File: src/hdl/dew_regs.svh
/*
 * Register offsets, field positions, reset values and timing counts of the
 * data memory write guard.
 * Assumes a 32-bit APB slave, one register per aligned word.
 */
`ifndef DEW_REGS_SVH
`define DEW_REGS_SVH

`define DEW_OFF_CTRL      12'h000
`define DEW_OFF_KEY       12'h004
`define DEW_OFF_ADDR      12'h008
`define DEW_OFF_DATA      12'h00C
`define DEW_OFF_IRQ_STAT  12'h010
`define DEW_OFF_IRQ_MASK  12'h014
`define DEW_OFF_STATUS    12'h018

`define DEW_CTRL_CODE_SEL 7
`define DEW_CTRL_CFG_SEL  6
`define DEW_CTRL_FREE     4
`define DEW_CTRL_WRERR    3
`define DEW_CTRL_ARM      2
`define DEW_CTRL_COMMIT   1
`define DEW_CTRL_READ     0
`define DEW_CTRL_WMASK    8'hDF

`define DEW_KEY_FIRST     8'h55
`define DEW_KEY_SECOND    8'hAA

`define DEW_IRQ_DONE      0
`define DEW_IRQ_REFUSED   1

`define DEW_CTRL_RST      8'h00
`define DEW_MASK_RST      8'h00

`define DEW_PWRT_NS       65600
`define DEW_PWRT_CYC      ((`DEW_PWRT_NS + 7) / 8)
`define DEW_PROG_NS       4000000
`define DEW_PROG_CYC      ((`DEW_PROG_NS + 7) / 8)

`endif

File: src/hdl/dew_pkg.sv
/*
 * Types shared by the write guard.
 * Assumes dew_regs.svh holds the numbers.
 */
package dew_pkg;

    typedef enum logic [1:0] {
        KEY_IDLE,
        KEY_GOT_FIRST,
        KEY_OPEN
    } dew_key_e;

    typedef enum logic [1:0] {
        WR_IDLE,
        WR_BUSY
    } dew_wr_e;

    // External programming port request
    typedef struct packed {
        logic       req;
        logic       write;
        logic [7:0] addr;
        logic [7:0] wdata;
    } dew_ext_req_s;

    // Request to the storage cell array
    typedef struct packed {
        logic       rd;
        logic       wr;
        logic [7:0] addr;
        logic [7:0] wdata;
    } dew_arr_req_s;

endpackage

File: src/hdl/dew_guard.sv
/*
 * Data memory access and write guard behind an APB slave: key sequence,
 * arm bit, power-up write block, code-protect gate for the external port,
 * read start, write timing, done flag and interrupt.
 * Assumes a byte array that answers reads combinationally on i_arr_rdata
 * and programs whatever o_arr.wr presents.
 */
//
// Contract
// code protect refuses external reads and writes
// core access unaffected by code protect
// power-up reset clears arm bit
// no write start during power-up timer
// write needs arm and completed key sequence
// software writes 55h, 0AAh, then commit
// software clears space selects before access
// bit 5 reads zero, ignores writes
// software clears arm after done
// refresh polls commit until cleared
// refresh walks addresses until wrap
// software may read back written bytes
// write end clears commit, sets done flag
// read start loads data, self-clears
// commit needs prior arm; registers frozen
`timescale 1ns/100ps
`include "dew_regs.svh"

module dew_guard
    import dew_pkg::*;
#(
    parameter int PWRT_CYC = `DEW_PWRT_CYC,   // Power-up timer length
    parameter int PROG_CYC = `DEW_PROG_CYC    // Cell programming time
) (
    input  wire logic         i_core_clk,   // Core clock
    input  wire logic         i_sys_rst,    // Sync reset, high
    input  wire logic         psel,         // APB select
    input  wire logic         penable,      // APB enable
    input  wire logic         pwrite,       // APB direction
    input  wire logic [11:0]  paddr,        // APB byte address
    input  wire logic [31:0]  pwdata,       // APB write data
    output logic      [31:0]  prdata,       // APB read data
    output logic              pready,       // APB ready
    output logic              pslverr,      // APB error
    input  wire logic         i_code_prot,  // Code-protect config bit
    input  wire dew_ext_req_s i_ext,        // External port request
    output logic      [7:0]   o_ext_rdata,  // External read data
    output logic              o_ext_ack,    // External access done
    output logic              o_ext_refused,// External access refused
    output dew_arr_req_s      o_arr,        // Array request
    input  wire logic [7:0]   i_arr_rdata,  // Array read data
    output logic              o_irq         // Interrupt, high level
);

    // ************************************************************
    // State
    // ************************************************************
    logic [7:0]  ctrl_q, ctrl_d;
    logic [7:0]  addr_q, addr_d;
    logic [7:0]  data_q, data_d;
    logic [7:0]  stat_q, stat_d;
    logic [7:0]  mask_q, mask_d;
    dew_key_e    key_q, key_d;
    dew_wr_e     wr_q, wr_d;
    logic [31:0] pwrt_q, pwrt_d;
    logic [31:0] prog_q, prog_d;
    logic [31:0] prdata_d;
    logic        pready_d, pslverr_d;
    logic [7:0]  ext_rdata_d;
    logic        ext_ack_d, ext_ref_d;
    dew_arr_req_s arr_d;
    logic        irq_d;

    logic        acc, wr_acc, rd_acc, mapped, pwrt_run, data_sel, busy;
    logic        done_ev, refuse_ev;

    assign acc      = psel && penable;
    assign wr_acc   = acc && pwrite;
    assign rd_acc   = acc && !pwrite;
    assign pwrt_run = (pwrt_q != 32'h0);
    assign busy     = (wr_q == WR_BUSY);
    // Both space selects clear means data memory is targeted
    assign data_sel = !ctrl_q[`DEW_CTRL_CODE_SEL] && !ctrl_q[`DEW_CTRL_CFG_SEL];
    assign mapped   = (paddr == `DEW_OFF_CTRL) || (paddr == `DEW_OFF_KEY) ||
                      (paddr == `DEW_OFF_ADDR) || (paddr == `DEW_OFF_DATA) ||
                      (paddr == `DEW_OFF_IRQ_STAT) || (paddr == `DEW_OFF_IRQ_MASK) ||
                      (paddr == `DEW_OFF_STATUS);

    // ************************************************************
    // Register, key and write sequencing
    // ************************************************************
    always_comb begin
        logic [7:0] wv;
        logic       commit_req;
        wv         = pwdata[7:0];
        commit_req = 1'b0;
        ctrl_d     = ctrl_q;
        addr_d     = addr_q;
        data_d     = data_q;
        mask_d     = mask_q;
        key_d      = key_q;
        wr_d       = wr_q;
        pwrt_d     = pwrt_run ? pwrt_q - 32'h1 : pwrt_q;
        prog_d     = prog_q;
        done_ev    = 1'b0;
        refuse_ev  = 1'b0;
        arr_d      = '0;
        // Read start from the previous cycle loads data now; drop it
        if (ctrl_q[`DEW_CTRL_READ]) begin
            data_d                   = i_arr_rdata;
            ctrl_d[`DEW_CTRL_READ]   = 1'b0;
        end
        arr_d.addr = addr_q;
        arr_d.rd   = ctrl_q[`DEW_CTRL_READ];
        // Before the key opens, any write other than the second key write breaks the sequence
        if (wr_acc && paddr == `DEW_OFF_KEY) begin
            case (key_q)
                KEY_IDLE:      key_d = (wv == `DEW_KEY_FIRST) ? KEY_GOT_FIRST : KEY_IDLE;
                KEY_GOT_FIRST: key_d = (wv == `DEW_KEY_SECOND) ? KEY_OPEN : KEY_IDLE;
                default:       key_d = (wv == `DEW_KEY_FIRST) ? KEY_GOT_FIRST : KEY_IDLE;
            endcase
        end else if (wr_acc && key_q != KEY_OPEN) begin
            key_d = KEY_IDLE;
        end
        // Control, address and data registers are frozen while a write is in progress
        if (wr_acc && !busy) begin
            case (paddr)
                `DEW_OFF_ADDR: addr_d = wv;
                `DEW_OFF_DATA: data_d = wv;
                `DEW_OFF_CTRL: begin
                    // Bit 5 unused; a read start beside a commit would clobber the data
                    ctrl_d = (wv & `DEW_CTRL_WMASK & 8'hFC)
                           | (ctrl_d & 8'h03);
                    ctrl_d[`DEW_CTRL_COMMIT] = 1'b0;
                    ctrl_d[`DEW_CTRL_READ]   = ctrl_d[`DEW_CTRL_READ] |
                                               (wv[`DEW_CTRL_READ] && data_sel && !wv[`DEW_CTRL_COMMIT]);
                    commit_req = wv[`DEW_CTRL_COMMIT];
                    key_d      = KEY_IDLE;
                end
                default: ;
            endcase
        end
        if (wr_acc && paddr == `DEW_OFF_IRQ_MASK) begin
            mask_d = wv;
        end
        // Commit needs the old arm bit, an open key and the timer expired
        if (commit_req) begin
            if (ctrl_q[`DEW_CTRL_ARM] && key_q == KEY_OPEN && !pwrt_run) begin
                ctrl_d[`DEW_CTRL_COMMIT] = 1'b1;
                wr_d   = WR_BUSY;
                prog_d = PROG_CYC;
            end else begin
                refuse_ev = 1'b1;
            end
        end
        case (wr_q)
            WR_IDLE: ;
            WR_BUSY: begin
                arr_d.wr    = 1'b1;
                arr_d.rd    = 1'b0;
                arr_d.wdata = data_q;
                prog_d      = prog_q - 32'h1;
                if (prog_q == 32'h1) begin
                    wr_d = WR_IDLE;
                    ctrl_d[`DEW_CTRL_COMMIT] = 1'b0;
                    done_ev = 1'b1;
                end
            end
            default: wr_d = WR_IDLE;
        endcase
    end

    // ************************************************************
    // Sticky status, read-clear; a new event beats the clear
    // ************************************************************
    always_comb begin
        stat_d = stat_q;
        if (rd_acc && paddr == `DEW_OFF_IRQ_STAT) begin
            stat_d = 8'h00;
        end
        if (done_ev) begin
            stat_d[`DEW_IRQ_DONE] = 1'b1;
        end
        if (refuse_ev) begin
            stat_d[`DEW_IRQ_REFUSED] = 1'b1;
        end
        irq_d = |(stat_d & mask_d);
    end

    // ************************************************************
    // External port, gated by code protect; core path never is
    // ************************************************************
    always_comb begin
        ext_rdata_d = o_ext_rdata;
        ext_ack_d   = 1'b0;
        ext_ref_d   = 1'b0;
        if (i_ext.req) begin
            if (i_code_prot || busy) begin
                ext_ref_d = 1'b1;
            end else if (!i_ext.write) begin
                ext_ack_d   = 1'b1;
                ext_rdata_d = i_arr_rdata;
            end else begin
                ext_ack_d   = 1'b1;
            end
        end
    end

    // ************************************************************
    // APB answer: one wait-free access phase
    // ************************************************************
    always_comb begin
        prdata_d  = 32'h0;
        pready_d  = psel && !penable;
        pslverr_d = psel && !penable && !mapped;
        if (psel && !penable && !pwrite) begin
            case (paddr)
                `DEW_OFF_CTRL:     prdata_d = {24'h0, ctrl_q & `DEW_CTRL_WMASK};
                `DEW_OFF_ADDR:     prdata_d = {24'h0, addr_q};
                `DEW_OFF_DATA:     prdata_d = {24'h0, data_d};
                `DEW_OFF_IRQ_STAT: prdata_d = {24'h0, stat_d};
                `DEW_OFF_IRQ_MASK: prdata_d = {24'h0, mask_q};
                `DEW_OFF_STATUS:   prdata_d = {30'h0, pwrt_run, key_q == KEY_OPEN};
                default:           prdata_d = 32'h0;
            endcase
        end
    end

    // ************************************************************
    // Registers
    // ************************************************************
    always_ff @(posedge i_core_clk) begin
        if (i_sys_rst) begin
            ctrl_q        <= `DEW_CTRL_RST;
            addr_q        <= 8'h00;
            data_q        <= 8'h00;
            stat_q        <= 8'h00;
            mask_q        <= `DEW_MASK_RST;
            key_q         <= KEY_IDLE;
            wr_q          <= WR_IDLE;
            pwrt_q        <= PWRT_CYC;
            prog_q        <= 32'h0;
            prdata        <= 32'h0;
            pready        <= 1'b0;
            pslverr       <= 1'b0;
            o_ext_rdata   <= 8'h00;
            o_ext_ack     <= 1'b0;
            o_ext_refused <= 1'b0;
            o_arr         <= '0;
            o_irq         <= 1'b0;
        end else begin
            ctrl_q        <= ctrl_d;
            addr_q        <= addr_d;
            data_q        <= data_d;
            stat_q        <= stat_d;
            mask_q        <= mask_d;
            key_q         <= key_d;
            wr_q          <= wr_d;
            pwrt_q        <= pwrt_d;
            prog_q        <= prog_d;
            prdata        <= prdata_d;
            pready        <= pready_d;
            pslverr       <= pslverr_d;
            o_ext_rdata   <= ext_rdata_d;
            o_ext_ack     <= ext_ack_d;
            o_ext_refused <= ext_ref_d;
            o_arr         <= arr_d;
            o_irq         <= irq_d;
        end
    end
endmodule

File: config.mk
export PLATFORM = sky130hd
export DESIGN_NAME = dew_guard
export DESIGN_NICKNAME = d
export VERILOG_FILES = /design/src/hdl/dew_pkg.sv /design/src/hdl/dew_guard.sv
export VERILOG_INCLUDE_DIRS = /design/src /design/src/hdl
export SDC_FILE = /design/constraint.sdc
export NUM_CORES = 1
export LEC_CHECK = 0
export BUFFER_PORTS_ARGS = -buffer_cell sky130_fd_sc_hd__buf_2
export CAP_MARGIN = 20
export CORE_AREA = 3 3 112 114
export CTS_BUF_LIST = sky130_fd_sc_hd__clkbuf_2 sky130_fd_sc_hd__clkbuf_4 sky130_fd_sc_hd__clkbuf_8
export DETAILED_ROUTE_END_ITERATION = 16
export DIE_AREA = 0 0 115 117
export PLACE_DENSITY = 0.84
export SLEW_MARGIN = 10
export SYNTH_ARGS = -nofsm -noshare
export SYNTH_HDL_FRONTEND = slang
export SYNTH_SLANG_ARGS = --single-unit
File: constraint.sdc
create_clock -name i_core_clk -period 2.9 [get_ports i_core_clk]
set_clock_uncertainty 0.1 [all_clocks]
set_input_delay 0 -clock i_core_clk [delete_from_list [all_inputs] [get_ports i_core_clk]]
set_output_delay 0 -clock i_core_clk [all_outputs]
set_load 0.01 [all_outputs]
==> results.yml <==
run_status:
  status: "finished clean"
power:
  swShare: 0.245
  pwr-share-clk: 0.406
  p_leak_nw: 3.00
  peakVddDrop_uv: 496
  combPwrFrac: 0.092
  cell_internal_pwr_mw: 3.12
  power.density_nw_per_um2: 538
  pwr-share-seq: 0.502
  switching_power_mw: 1.01
routing:
  ant_nets: 0
  vias: 5971
  wl_um: 17400
  drtIter0Drc: 560
  viasPerCell: 6.04
  wire_per_inst_um: 17.6
  drc: 0
  dr.pass1.iters: 5
global_route:
  gr-total-overflow: 0
  grt_pass1_vias: 5758
  track_usage: 0.264
  grt_pass1_wl_um: 28300
  grt_max_degree: 78
  antenna_found_initial: 1
critical_path:
  cp_top_family: "simple AND/OR/NAND/NOR gates"
  cpMostUsedCell: "or4_4"
  cp-start-kind: "register"
  cp.arrival_ps: 2850
  worst-path-buf-inv: 0
  cp.required_ps: 3110
  cp_max_fo: 6
  crit_path_cell_trace: "or4_4, or4_4, or4_4, or3_1, nand3_1, o31ai_1"
  cp-end-kind: "register"
  slowest_delay_ps: 560
  cp_slowest_cell: "or4_4"
  worstSetupPathType: "register to register"
floorplan:
  die_x_um: 115
  num_rows: 39
  io_pins: 139
  core_um2: 11500
  die_h_um: 117
  start_util: 0.561
  die_area_um2: 13500
yosys:
  ys_types: 53
  synth_edf_count: 0
  netlist_area_um2: 6450
  yosys_warnings: 0
  yosysSeqAreaShare: 0.453
  synth_seq_cells: 146
  netlist_instances: 724
  synth_flop_cell: "dfxtp_1"
  avgSynthCellArea_um2: 8.92
  synth-async-reset-ratio: 0
clock_tree:
  clk_latency_ps: 440
  cts.sinks: 146
  htreeDepth: 4
  cts_buffer_depth: 2
  cts_tree: "built"
  cts_resized: 0
  path_clk_slew_ps: 80
  numCtsBuffers: 17
  cts_root_buffer: "clkbuf_8"
  post_cts_buffers: 0
cells_and_area:
  layout_common_cells: "dfxtp_1, nor2_1, buf_2"
  finalNonFillerCells: 988
  final_common_cell: "dfxtp_1"
  syn_to_final_growth_pct: 19.1
  final_cell_area_um2: 7690
  drive_above_1_share: 0.165
  layout.nets: 911
sta:
  fin_ws_ps: 260
  worstMarginPinSlew_ps: 846
  hold_viol: 0
  setup_violations: 0
  fin_crit_sh: 0.910
  fmax_mhz: 379
  drv_slew: 0
  whs_ps: 19.6
  setup-tns-final_ps: 0
  fin_crit_ps: 2640
  rsz0062_at_grt: "no"
  relSlewSlack: 0.436
placement:
  dp.cells: 924
  gp_congestion: 0.882
  pre_cts_slack_ps: 275
  dp_hpwl_um: 11400
  place_area_um2: 6940
  io_buffers: 74
worst_hold_path:
  hp-class: "primary input to register"
run:
  drv_cap: 0
cell families after synthesis:
group / synth area share
AO/OA/AOI/OAI: 0.120
XOR/XNOR: 0.0380
adder cells (fa/ha/maj): 0.00582
buffers and inverters: 0.0550
flip-flops: 0.453
multiplexers: 0.0607
other: 0.000581
AND/OR/NAND/NOR: 0.267
synthesized netlist by cell type (2+ instances only):
| cell type | count | share of area |
|---|---|---|
| o31ai_1 | 15 | 0.017 |
| o21ai_0 | 4 | 0.0031 |
| and2_1 | 14 | 0.014 |
| mux2i_1 | 38 | 0.059 |
| or3_1 | 13 | 0.013 |
| dfxtp_1 | 146 | 0.45 |
| o311ai_0 | 5 | 0.0068 |
| a221oi_1 | 2 | 0.0027 |
| a31oi_1 | 5 | 0.0048 |
| nand4b_1 | 4 | 0.0054 |
| a21boi_0 | 2 | 0.0023 |
| buf_2 | 2 | 0.0016 |
| a22oi_1 | 11 | 0.013 |
| nand4_1 | 17 | 0.016 |
| nor2_1 | 99 | 0.058 |
| nand3b_1 | 4 | 0.0047 |
| or4_1 | 9 | 0.010 |
| nand2b_1 | 9 | 0.0087 |
| nand2_1 | 30 | 0.017 |
| xnor2_1 | 6 | 0.0081 |
| and4_1 | 3 | 0.0041 |
| nor2b_1 | 13 | 0.013 |
| clkbuf_1 | 37 | 0.022 |
| nor4b_1 | 4 | 0.0054 |
| a21oi_1 | 33 | 0.026 |
| ha_1 | 3 | 0.0058 |
| nor4_1 | 14 | 0.014 |
| or4_4 | 4 | 0.0070 |
| nor3b_1 | 5 | 0.0058 |
| o41ai_1 | 3 | 0.0041 |
| or2_2 | 2 | 0.0019 |
| a211oi_1 | 25 | 0.029 |
| xor2_1 | 22 | 0.030 |
| nand3_1 | 25 | 0.019 |
| inv_1 | 6 | 0.0035 |
| nor3_1 | 31 | 0.024 |
| buf_4 | 24 | 0.028 |
| nor4bb_1 | 3 | 0.0047 |
| and3_1 | 18 | 0.017 |
tightest hold or removal path, stage by stage:
cell and delay (ps):
buf_2 90, nor4b_2 40, buf_4 180, mux2i_1 120, nor2_1 80
stage by stage:
| step | total power [mW] | utilization |
|---|---|---|
| after detailed placement | 2.46 | 0.603 |
| after global routing | 4.29 | 0.667 |
| final | 4.14 | 0.667 |
| after global placement | 2.44 | 0.603 |
| after floorplan | 2.36 | - |
| after CTS | 4.14 | 0.667 |
per-layer routing:
| metal | part of all wire | up-vias | wire length (µm) | GRT usage |
|---|---|---|---|---|
| li1 | - | 2800 | - | - |
| met1 | 0.42 | 2845 | 7330 | 0.339 |
| met2 | 0.48 | 285 | 8270 | 0.432 |
| met3 | 0.077 | 41 | 1340 | 0.0689 |
| met4 | 0.024 | 0 | 412 | 0.0947 |
| met5 | 0 | - | 0 | 0 |
final timing paths:
kind | startpoint | end | slack [ps] | depth (start not counted)
min reg2reg | pwrt_q[19] | pwrt_q[19] | 380 | 2
min | i_ext[16] | o_ext_rdata[7] | 20 | 5
max reg2reg | prog_q[19] | prog_q[31] | 260 | 6
max | prog_q[19] | prog_q[31] | 260 | 6
layout make-up:
cell class / instances / area [µm²]
flip-flops and latches: 146 / 2920
clock inverters: 10 / 131
diodes: 1 / 2.50
clock buffers: 21 / 289
multi-input cells: 532 / 3270
well taps: 143 / 179
inverters: 6 / 22.5
fillers: 864 / 3830
repair buffers: 129 / 866
power by group through the flow:
stage | sequential (mW) | combinational, mW | clock, mW
global placement | 2.12 | 0.322 | 0
finish | 2.07 | 0.381 | 1.68
detailed placement | 2.12 | 0.339 | 0
CTS | 2.07 | 0.374 | 1.69
global route | 2.08 | 0.421 | 1.79
floorplan | 2.12 | 0.247 | 0
flip-flops by register name (all words and copies together), names as in the netlist, 2 cells and up:
name,count
mask_q,8
addr_q,8
wr_q,2
pwrt_q,32
prog_q,32
data_q,8
stat_q,8
prdata,8
o_ext_rdata,8
key_q,2
o_arr,18
ctrl_q,7
what timing repair did:
item	in CTS	in global routing
endpoints found under the hold margin	50	0
endpoints found under the setup margin	0	0
hold buffers	32	0
Power figures use the tool's default switching activity.
